`config.mk`:
```
export PLATFORM = sky130hd
export DESIGN_NAME = smbus_id_bytecount_regs
export DESIGN_NICKNAME = d
export VERILOG_FILES = /design/src/clkbuf_regs_pkg.sv /design/src/smbus_id_bytecount_regs.sv
export SDC_FILE = /design/constraint.sdc
export NUM_CORES = 1
export LEC_CHECK = 0
export BUFFER_PORTS_ARGS = -buffer_cell sky130_fd_sc_hd__buf_2
export CORE_ASPECT_RATIO = 0.75
export CORE_MARGIN = 1
export CORE_UTILIZATION = 40
export DETAILED_ROUTE_END_ITERATION = 10
export GPL_TIMING_DRIVEN = 0
export HOLD_SLACK_MARGIN = 0.12
export PLACE_DENSITY = 0.63
export SLEW_MARGIN = 20
export SYNTH_ARGS = -nofsm -noshare
export SYNTH_HDL_FRONTEND = slang
export SYNTH_SLANG_ARGS = --single-unit
```
`constraint.sdc`:
```
create_clock -name clock -period 3.23 [get_ports clock]
set_input_delay 0.4845 -clock clock [delete_from_list [all_inputs] [get_ports clock]]
set_output_delay 0.4845 -clock clock [all_outputs]
set_load 0.05 [all_outputs]
```
`src/clkbuf_regs_pkg.sv`:
```
package clkbuf_regs_pkg;

  // register indices as seen by the management bus
  localparam logic [7:0] reserved_byte_four_idx = 8'h04;
  localparam logic [7:0] maker_and_revision_code_idx = 8'h05;
  localparam logic [7:0] part_code_idx = 8'h06;
  localparam logic [7:0] read_length_count_idx = 8'h07;
  localparam logic [7:0] reserved_byte_eight_idx = 8'h08;

  // read length field layout and value after reset
  localparam int read_len_width = 5;
  localparam logic [4:0] read_len_reset = 5'h08;
  localparam logic [7:0] reserved_reset = 8'h00;

  // maker and revision byte layout
  localparam int rev_code_lsb = 4;
  localparam int maker_code_lsb = 0;

  // bit counter limit and kinds of write byte
  localparam logic [3:0] bits_per_byte = 4'h8;
  localparam logic [1:0] rx_addr_byte = 2'h0;
  localparam logic [1:0] rx_index_byte = 2'h1;
  localparam logic [1:0] rx_count_byte = 2'h2;
  localparam logic [1:0] rx_data_byte = 2'h3;

  // one sampled pair of bus lines
  typedef struct packed {
    logic scl;
    logic sda;
  } bus_lines_t;

  // slave engine states
  typedef enum logic [2:0] {
    st_idle,
    st_rx,
    st_rx_ack,
    st_tx,
    st_tx_ack
  } slave_state_t;

endpackage

```
`src/smbus_id_bytecount_regs.sv`:
```
`timescale 1ns/100ps
module smbus_id_bytecount_regs #(
  parameter logic [6:0] dev_addr = 7'h69,   // slave address, arbitrary default
  parameter logic [3:0] rev_code = 4'h3,    // arbitrary value
  parameter logic [3:0] maker_code = 4'h5,  // arbitrary value
  parameter logic [7:0] part_code = 8'h5a   // arbitrary value
) (
  input wire logic clock,
  input wire logic reset,
  input wire logic clk_en,
  input wire logic scl_in,
  input wire logic sda_in,
  output logic sda_out_ff,
  output logic sda_oe_n_ff,
  output logic [4:0] read_len_ff
);

  // three-stage samplers for the bus lines
  clkbuf_regs_pkg::bus_lines_t sync1_ff;
  clkbuf_regs_pkg::bus_lines_t sync2_ff;
  clkbuf_regs_pkg::bus_lines_t sync3_ff;
  // filtered levels and their previous values
  clkbuf_regs_pkg::bus_lines_t line_ff;
  clkbuf_regs_pkg::bus_lines_t prev_ff;
  // engine state
  clkbuf_regs_pkg::slave_state_t state_ff;
  logic [3:0] bit_cnt_ff;       // bits moved in the current byte
  logic [7:0] shift_ff;         // byte being received or sent
  logic [1:0] rx_kind_ff;       // which byte of a write this is
  logic [7:0] ptr_ff;           // current register index
  logic reading_ff;             // address phase asked for a read
  logic host_ack_ff;            // host acked the last byte sent

  // bus events seen on the filtered lines
  logic scl_rise;
  logic scl_fall;
  logic start_seen;
  logic stop_seen;
  logic byte_done;
  // bytes ready to go out: the length register and the one at the index
  logic [7:0] len_byte;
  logic [7:0] ptr_byte;

  // read view of the register bank
  function automatic logic [7:0] reg_read(input logic [7:0] idx, input logic [4:0] len);
    logic [7:0] val;
    val = clkbuf_regs_pkg::reserved_reset;
    case (idx)
      clkbuf_regs_pkg::maker_and_revision_code_idx: begin
        val[clkbuf_regs_pkg::rev_code_lsb +: 4] = rev_code;
        val[clkbuf_regs_pkg::maker_code_lsb +: 4] = maker_code;
      end
      clkbuf_regs_pkg::part_code_idx: begin
        val = part_code;
      end
      clkbuf_regs_pkg::read_length_count_idx: begin
        val = {3'h0, len};
      end
      default: begin
        val = clkbuf_regs_pkg::reserved_reset;
      end
    endcase
    return val;
  endfunction

  // sample the pins through three flops
  always_ff @(posedge clock) begin
    if (reset) begin
      sync1_ff <= '{scl: 1'b1, sda: 1'b1};
      sync2_ff <= '{scl: 1'b1, sda: 1'b1};
      sync3_ff <= '{scl: 1'b1, sda: 1'b1};
    end else if (clk_en) begin
      sync1_ff <= '{scl: scl_in, sda: sda_in};
      sync2_ff <= sync1_ff;
      sync3_ff <= sync2_ff;
    end
  end

  // accept a line change only once stages two and three agree
  always_ff @(posedge clock) begin
    if (reset) begin
      line_ff <= '{scl: 1'b1, sda: 1'b1};
      prev_ff <= '{scl: 1'b1, sda: 1'b1};
    end else if (clk_en) begin
      prev_ff <= line_ff;
      if (sync2_ff.scl == sync3_ff.scl) begin
        line_ff.scl <= sync3_ff.scl;
      end
      if (sync2_ff.sda == sync3_ff.sda) begin
        line_ff.sda <= sync3_ff.sda;
      end
    end
  end

  // edges and bus conditions
  always_comb begin
    scl_rise = line_ff.scl && !prev_ff.scl;
    scl_fall = !line_ff.scl && prev_ff.scl;
    start_seen = line_ff.scl && prev_ff.scl && !line_ff.sda && prev_ff.sda;
    stop_seen = line_ff.scl && prev_ff.scl && line_ff.sda && !prev_ff.sda;
    byte_done = (bit_cnt_ff == clkbuf_regs_pkg::bits_per_byte);
    // read views computed once so the engine can slice them
    len_byte = reg_read(clkbuf_regs_pkg::read_length_count_idx, read_len_ff);
    ptr_byte = reg_read(ptr_ff, read_len_ff);
  end

  // slave engine: address, index, count, data and acks
  always_ff @(posedge clock) begin
    if (reset) begin
      state_ff <= clkbuf_regs_pkg::st_idle;
      bit_cnt_ff <= 4'h0;
      shift_ff <= 8'h00;
      rx_kind_ff <= clkbuf_regs_pkg::rx_addr_byte;
      ptr_ff <= 8'h00;
      reading_ff <= 1'b0;
      host_ack_ff <= 1'b0;
      sda_oe_n_ff <= 1'b1;
    end else if (clk_en) begin
      if (start_seen) begin
        // start or repeated start: index from the write phase is kept
        state_ff <= clkbuf_regs_pkg::st_rx;
        bit_cnt_ff <= 4'h0;
        rx_kind_ff <= clkbuf_regs_pkg::rx_addr_byte;
        sda_oe_n_ff <= 1'b1;
      end else if (stop_seen) begin
        // stop ends everything and frees the line
        state_ff <= clkbuf_regs_pkg::st_idle;
        sda_oe_n_ff <= 1'b1;
      end else begin
        case (state_ff)
          clkbuf_regs_pkg::st_rx: begin
            if (scl_rise && !byte_done) begin
              // shift in one bit, msb first
              shift_ff <= {shift_ff[6:0], line_ff.sda};
              bit_cnt_ff <= bit_cnt_ff + 4'h1;
            end else if (scl_fall && byte_done) begin
              state_ff <= clkbuf_regs_pkg::st_rx_ack;
              sda_oe_n_ff <= 1'b0;
              if (rx_kind_ff == clkbuf_regs_pkg::rx_addr_byte) begin
                // address byte: answer only our own address
                if (shift_ff[7:1] == dev_addr) begin
                  reading_ff <= shift_ff[0];
                end else begin
                  state_ff <= clkbuf_regs_pkg::st_idle;
                  sda_oe_n_ff <= 1'b1;
                end
              end else if (rx_kind_ff == clkbuf_regs_pkg::rx_index_byte) begin
                ptr_ff <= shift_ff;
              end else if (rx_kind_ff == clkbuf_regs_pkg::rx_data_byte) begin
                ptr_ff <= ptr_ff + 8'h01;
              end
              if (rx_kind_ff != clkbuf_regs_pkg::rx_data_byte) begin
                rx_kind_ff <= rx_kind_ff + 2'h1;
              end
            end
          end
          clkbuf_regs_pkg::st_rx_ack: begin
            if (scl_fall) begin
              bit_cnt_ff <= 4'h0;
              if (reading_ff) begin
                // read: the length byte goes out first
                state_ff <= clkbuf_regs_pkg::st_tx;
                shift_ff <= {len_byte[6:0], 1'b0};
                sda_oe_n_ff <= len_byte[7];
                bit_cnt_ff <= 4'h1;
              end else begin
                state_ff <= clkbuf_regs_pkg::st_rx;
                sda_oe_n_ff <= 1'b1;
              end
            end
          end
          clkbuf_regs_pkg::st_tx: begin
            if (scl_fall) begin
              if (byte_done) begin
                // release for the host's ack bit
                state_ff <= clkbuf_regs_pkg::st_tx_ack;
                sda_oe_n_ff <= 1'b1;
              end else begin
                // open drain: a one is sent by releasing the line
                sda_oe_n_ff <= shift_ff[7];
                shift_ff <= {shift_ff[6:0], 1'b0};
                bit_cnt_ff <= bit_cnt_ff + 4'h1;
              end
            end
          end
          clkbuf_regs_pkg::st_tx_ack: begin
            if (scl_rise) begin
              host_ack_ff <= !line_ff.sda;
            end else if (scl_fall) begin
              if (host_ack_ff) begin
                // next register byte from the current index
                state_ff <= clkbuf_regs_pkg::st_tx;
                shift_ff <= {ptr_byte[6:0], 1'b0};
                sda_oe_n_ff <= ptr_byte[7];
                bit_cnt_ff <= 4'h1;
                ptr_ff <= ptr_ff + 8'h01;
              end else begin
                // not acknowledged: wait for the stop
                state_ff <= clkbuf_regs_pkg::st_idle;
              end
            end
          end
          default: begin
            sda_oe_n_ff <= 1'b1;
          end
        endcase
      end
    end
  end

  // read length register: only the low five bits store
  always_ff @(posedge clock) begin
    if (reset) begin
      read_len_ff <= clkbuf_regs_pkg::read_len_reset;
    end else if (clk_en) begin
      if (!start_seen && !stop_seen && state_ff == clkbuf_regs_pkg::st_rx && scl_fall
          && byte_done && rx_kind_ff == clkbuf_regs_pkg::rx_data_byte
          && ptr_ff == clkbuf_regs_pkg::read_length_count_idx) begin
        read_len_ff <= shift_ff[clkbuf_regs_pkg::read_len_width-1:0];
      end
    end
  end

  // the data line output value is always low; the enable does the work
  always_ff @(posedge clock) begin
    if (reset) begin
      sda_out_ff <= 1'b0;
    end else if (clk_en) begin
      sda_out_ff <= 1'b0;
    end
  end

endmodule

```
==> results of run 1 <==
[metal layers]
metal | wire [µm] | track usage [%] | up-vias
met3 | 740 | 6.080 | 9
met4 | 74 | 4.809 | 0
li1 | - | - | 1244
met5 | 0 | 0 | -
met1 | 3573 | 35.49 | 1198
met2 | 2937 | 30.34 | 124
[critical path: stages (launching register included)]
cell and delay, ns:
dfxtp_1 0.45, inv_1 0.07, ha_1 0.23, and4b_1 0.30, a211o_1 0.34, a221oi_1 0.77, o211ai_1 0.23, a21oi_1 0.18
[worst max path at each step]
stage / depth (start not counted) / to / from / slack (ns)
finish: 7 / bit_cnt_ff[0]$_SDFFE_PP0P_ / bit_cnt_ff[0]$_SDFFE_PP0P_ / 0.59
global route: 7 / bit_cnt_ff[0]$_SDFFE_PP0P_ / bit_cnt_ff[0]$_SDFFE_PP0P_ / 0.37
CTS: 7 / bit_cnt_ff[0]$_SDFFE_PP0P_ / bit_cnt_ff[0]$_SDFFE_PP0P_ / 0.61
detailed placement: 7 / bit_cnt_ff[0]$_SDFFE_PP0P_ / bit_cnt_ff[0]$_SDFFE_PP0P_ / 0.64
global placement: 7 / bit_cnt_ff[0]$_SDFFE_PP0P_ / bit_cnt_ff[0]$_SDFFE_PP0P_ / 0.65
floorplan: 7 / bit_cnt_ff[3]$_SDFFE_PP0P_ / bit_cnt_ff[0]$_SDFFE_PP0P_ / 1.05
[Yosys cell counts (4+ instances only)]
cell      number
nand4b_1       4
nor3_1         6
buf_1          4
mux2i_1       16
nor2b_1        4
clkbuf_1      15
a31oi_1        7
a211oi_1       4
nor2_1        31
a21oi_1       27
ha_1           8
nand2_1       25
nand2b_1       8
nand3b_1       4
a32oi_1        6
dfxtp_1       43
o21ai_0       16
nor4_1         4
inv_1         15
nand3_1       13
[registers in the layout, summed over array words and instances, names as in the netlist, 2 cells and up]
register	count
shift_ff	8
sync2_ff	2
sync3_ff	2
prev_ff	2
rx_kind_ff	2
state_ff	3
line_ff	2
read_len_ff	5
sync1_ff	2
ptr_ff	8
bit_cnt_ff	4
[layout make-up]
| class | count | area [µm²] | area share [%] |
|---|---|---|---|
| inverter | 15 | 56.30 | 1.952 |
| multi-input combinational | 245 | 1612 | 55.88 |
| timing repair buffer | 10 | 50.05 | 1.735 |
| clock buffer | 5 | 68.82 | 2.386 |
| sequential | 43 | 860.8 | 29.85 |
| tap | 81 | 101.3 | 3.514 |
| clock inverter | 2 | 13.76 | 0.4772 |
| buffer | 26 | 121.4 | 4.208 |
[stage by stage]
| stage | cells | instance area, µm² | hold slack (ns) | setup WS [ns] |
|---|---|---|---|---|
| floorplan | 329 | 2650 | 0.4299 | 1.050 |
| global placement | 420 | 2801 | 0.4417 | 0.6485 |
| detailed placement | 420 | 2801 | 0.4483 | 0.6389 |
| CTS | 427 | 2884 | 0.3951 | 0.6122 |
| global route | 427 | 2884 | 0.4212 | 0.3694 |
| finish | 427 | 2884 | 0.3988 | 0.5876 |
[power by group through the flow]
stage	Combinational, W	Clock, W	Sequential [W]
after floorplan	0.0000303	0	0.000548
after global placement	0.0000430	0	0.000548
after detailed placement	0.0000429	0	0.000548
after CTS	0.0000433	0.000358	0.000536
after global routing	0.0000475	0.000386	0.000537
final	0.0000435	0.000355	0.000536
[cell families after synthesis]
family	Yosys count	synth area share [%]
AOI/OAI and AO/OA	98	25.97
buffers and inverters	41	6.704
and+or+nand+nor	120	23.94
xor gates and xnor gates	2	0.9445
DFF	43	32.48
other	1	0.1415
muxes	16	6.043
adders and majority gates	8	3.777
==> summary.md, run 1 <==
| Metric | Value |
|---|---|
| Combinational Power Share | `4.7%` |
| Actual slew at the worst max-slew pin | `0.8813 ns` |
| Die area | `6958 µm²` |
| P_leak | `1.055 nW` |
| Detailed placer's ending HPWL | `just over 5000 µm` |
| Port Buffers | `10` |
| Routed Antenna Nets | `0` |
| Min-delay worst type | `primary input to flip-flop` |
| Area Growth Syn to Fin | `8.829%` |
| HP Start | `scl_in` |
| CTS Buf Count | `5` |
| EDFF count, synth | `0` |
| Area of the core | `6350 µm²` |
| Initial antenna violation count | `0` |
| Post-Syn Area | `2650 µm²` |
| Commonest non-fill, non-tap cell in the layout | `dfxtp_1` |
| # resized after CTS | `0` |
| WL final | `7326 µm` |
| Setup bufs post-CTS | `0` |
| Vias in the first global route | `2329` |
| Peak VDD IR | `between 0.00015 and 0.0002 V` |
| Most frequent cells in the layout | `43 x dfxtp_1, 31 x nor2_1, 27 x a21oi_1` |
| Synthesized net count | `342` |
| Clk Latency, worst-skew pair | `0.31 ns` |
| TritonCTS Sinks | `43` |
| Overall power | `0.0009344 W` |
| Final core utilization | `45.42%` |
| Die Span Y | `a little over 70 µm` |
| DRT Pass-1 Iters | `5` |
| WHS Endpoint | `sync1_ff[1]$_SDFFE_PP1P_` |
| Avg Inst Size Synth | `around 8 µm²` |
| H-tree levels | `2` |
| Async set or reset register ratio after synthesis | `0%` |
| Synth Instances | `329` |
| Diodes inserted | `0` |
| CTS tree | `done` |
| Part of the Yosys area used for sequential elements | `32.48%` |
| Cell Rows | `25` |
| Largest net degree at the start of global routing | `14` |
| P per Cell Area | `324.0 nW/µm²` |
| Fillers | `around 640` |
| GPL Wtd Cong | `0.8884` |
| DR WL/cell | `17.16 µm` |
| GRT Total Usage | `a little under a quarter` |
| Fmax | `378.4 MHz` |
| First-pass GRT wire length | `12080 µm` |
| CP max FO | `8` |
| TNS Setup | `0 ns` |
| GRT Residual Overflow | `0` |
| Clock group share of total power | `38.0%` |
| Sw frac | `25.52%` |
| Hold path cells | `3` |
| DR vias/cell | `6.030` |
| Fin. max-slew vios | `0` |
| Routed via count | `2575` |
| Seq pwr share | `57.3%` |
| Distinct cell type count after synthesis | `64` |
| Share of cells above drive strength 1 | `under 10%` |
| Warnings from Yosys | `0` |
| DR iter-0 viols | `310` |
| Die Width | `95.99 µm` |
| Worst setup EP type | `flip-flop` |
| DRC Markers | `0` |
| Fin crit period | `2.642 ns` |
| R2R Setup Slk | `0.59 ns` |
| Hold_buf cts | `0` |
| Area leader, netlist | `dfxtp_1` |
| Slew headroom | `41.25%` |
| CP arrival | `2.88 ns` |
| Fin crit share | `81.81%` |
| RR Startpoint | `bit_cnt_ff[0]$_SDFFE_PP0P_` |
| IO Count | `12` |
| Total Nets Final | `359` |
| Final Hold Fails | `0` |
| Initial Util | `41.73%` |
| RSZ-0062 raised after global routing | `false` |
| Max-Cap Viols | `0` |
| Worst EP required | `between 3 and 4 ns` |
| Worst reg-to-reg path cell count | `7` |
| Worst reg2reg endpoint | `bit_cnt_ff[0]$_SDFFE_PP0P_` |
| Synth top area cells | `dfxtp_1 32%, mux2i_1 6.0%, a21oi_1 5.1%` |
| Synth Flop Type | `dfxtp_1` |
| Status | `finished clean` |
| Clk buf depth | `2` |
| Synth top area share | `32.48%` |
| Skew final | `0.009037 ns` |
| Endpoints failing setup | `0` |
| Worst setup SP type | `flip-flop` |
| Root buffer cell | `clkbuf_8` |
| WS Path Type | `flip-flop to flip-flop` |
| Int Pwr | `0.0006959 W` |
| Seq cells post-synth | `43` |
| CTS clk-pin slew, worst paths | `0.09 ns` |
| Switching power | `0.0002385 W` |
Power figures use the tool's default switching activity.
==> run 2, diff against run 1 <==
--- a/config.mk
+++ b/config.mk
@@ -12,7 +12,7 @@
 export DETAILED_ROUTE_END_ITERATION = 10
 export GPL_TIMING_DRIVEN = 0
 export HOLD_SLACK_MARGIN = 0.12
-export PLACE_DENSITY = 0.63
+export PLACE_DENSITY = 0.65
 export SLEW_MARGIN = 20
 export SYNTH_ARGS = -nofsm -noshare
 export SYNTH_HDL_FRONTEND = slang
==> constraint.sdc (replaced) <==
create_clock -name clock -period 2.4 [get_ports clock]
set_input_delay 0.36 -clock clock [delete_from_list [all_inputs] [get_ports clock]]
set_output_delay 0.36 -clock clock [all_outputs]
set_load 0.05 [all_outputs]
==> summary.md, run 2 (same netlist as run 1, synthesis figures left out) <==
| Metric | Value |
|---|---|
| Slew headroom | `45.34%` |
| WS Path Type | `flip-flop to flip-flop` |
| Int Pwr | `0.0009364 W` |
| Worst EP required | `2.61 ns` |
| Detailed placer's ending HPWL | `5097 µm` |
| Max-Cap Viols | `0` |
| Fin crit share | `95.38%` |
| Endpoints failing setup | `0` |
| CTS Buf Count | `5` |
| Die area | `a little under 7000 µm²` |
| Final Hold Fails | `0` |
| Root buffer cell | `clkbuf_8` |
| Seq pwr share | `58.1%` |
| Sw frac | `24.53%` |
| Min-delay worst type | `primary input to flip-flop` |
| Initial Util | `about two fifths` |
| Actual slew at the worst max-slew pin | `approximately 0.81 ns` |
| Status | `finished clean` |
| Worst setup SP type | `flip-flop` |
| Area of the core | `6350 µm²` |
| DR vias/cell | `6.061` |
| Largest net degree at the start of global routing | `14` |
| CP max FO | `6` |
| Overall power | `around 0.0012 W` |
| Switching power | `0.0003044 W` |
| P_leak | `between 1 and 1.5 nW` |
| Initial antenna violation count | `0` |
| Clock group share of total power | `37.1%` |
| Share of cells above drive strength 1 | `11.82%` |
| Fmax | `436.8 MHz` |
| DR WL/cell | `16.89 µm` |
| DRC Markers | `0` |
| Vias in the first global route | `2368` |
| Area Growth Syn to Fin | `9.679%` |
| Routed via count | `2594` |
| CTS clk-pin slew, worst paths | `0.08 ns` |
| Worst setup EP type | `flip-flop` |
| Total Nets Final | `360` |
| Clk buf depth | `2` |
| CP arrival | `2.50 ns` |
| CTS tree | `done` |
| WL final | `7227 µm` |
| DR iter-0 viols | `about 220` |
| Routed Antenna Nets | `0` |
| Largest regs | `ptr_ff x8, shift_ff x8, read_len_ff x5` |
| Diodes inserted | `0` |
| P per Cell Area | `426.9 nW/µm²` |
| IO Count | `12` |
| Commonest non-fill, non-tap cell in the layout | `dfxtp_1` |
| GRT Total Usage | `22.50%` |
| GPL Wtd Cong | `0.9378` |
| Worst hold slack | `about 0.28 ns` |
| DRT Pass-1 Iters | `5` |
| Skew final | `0.005220 ns` |
| Combinational Power Share | `under 10%` |
| GRT Residual Overflow | `0` |
| Cell Rows | `25` |
| Peak VDD IR | `0.0003194 V` |
| TritonCTS Sinks | `43` |
| Port Buffers | `10` |
| Die Span Y | `just over 70 µm` |
| Most frequent cells in the layout | `41 x dfxtp_1, 31 x nor2_1, 27 x a21oi_1` |
| H-tree levels | `2` |
| Clk Latency, worst-skew pair | `0.30 ns` |
| Fin. max-slew vios | `0` |
| Die Width | `95.99 µm` |
| First-pass GRT wire length | `12100 µm` |
| Fin crit period | `between 2 and 2.5 ns` |
==> run 2: power by group through the flow <==
stage	combinational [W]	sequential (W)	clock (W)
after detailed placement	0.0000584	0.000738	0
final	0.0000587	0.000721	0.000461
after global placement	0.0000580	0.000738	0
after global routing	0.0000643	0.000722	0.000511
after floorplan	0.0000408	0.000737	0
after CTS	0.0000584	0.000721	0.000468
==> run 2: final cells by class <==
class                   count  area [µm²]
fillers                   628        3443
multi-input cells         245        1619
flip-flops and latches     43       863.3
plain buffers              26       126.4
well taps                  81       101.3
clock buffers               5       68.82
repair buffers             11       57.56
inverters                  15       56.30
clock inverters             2       13.76
==> run 2: final timing paths <==
| kind | cells past startpoint | slack, ns | endpoint | from |
|---|---|---|---|---|
| worst max register to register | 8 | 0.11 | shift_ff[5]$_SDFFE_PP0P_ | bit_cnt_ff[0]$_SDFFE_PP0P_ |
| worst max-delay path | 8 | 0.11 | shift_ff[5]$_SDFFE_PP0P_ | bit_cnt_ff[0]$_SDFFE_PP0P_ |
| worst min register to register | 2 | 0.47 | sync3_ff[1]$_SDFFE_PP1P_ | sync3_ff[1]$_SDFFE_PP1P_ |
| worst min-delay path | 3 | 0.28 | sync1_ff[1]$_SDFFE_PP1P_ | scl_in |
==> run 2: layer usage <==
metal / part of all wire [%] / GRT usage (%) / up-vias
met4: 0.66 / 4.809 / 0
li1: - / - / 1250
met1: 51 / 34.79 / 1214
met3: 7.5 / 4.298 / 5
met2: 41 / 31.84 / 125
met5: 0 / 0 / -
==> run 2: through the flow <==
step | worst slack, ns | area, µm² | utilization [%] | setup TNS [ns] | std cells
6_report | 0.1109 | 2907 | 45.77 | 0 | 428
3_5_place_dp | -0.2096 | 2801 | 44.12 | -1.228 | 420
3_3_place_gp | -0.1728 | 2801 | 44.12 | -0.8806 | 420
2_1_floorplan | 0.2199 | 2650 | - | 0 | 329
4_1_cts | 0.01166 | 2900 | 45.67 | 0 | 428
5_1_grt | -0.0002864 | 2907 | 45.77 | -0.0002864 | 428
==> run 2: worst max-delay path: stages, from the launching register on <==
cell	delay (ns)
dfxtp_2	0.39
inv_1	0.06
ha_1	0.23
and4b_2	0.30
a211o_1	0.35
a2111oi_4	0.39
buf_4	0.22
nor2_1	0.04
a311oi_1	0.23
==> run 2: timing repair <==
action | CTS | global route
cloned | 0 | 0
hold buffers | 0 | 0
buffers inserted | 1 | 0
pin swaps | 1 | 1
endpoints found under the setup margin | 12 | 19
gates resized for setup | 2 | 7
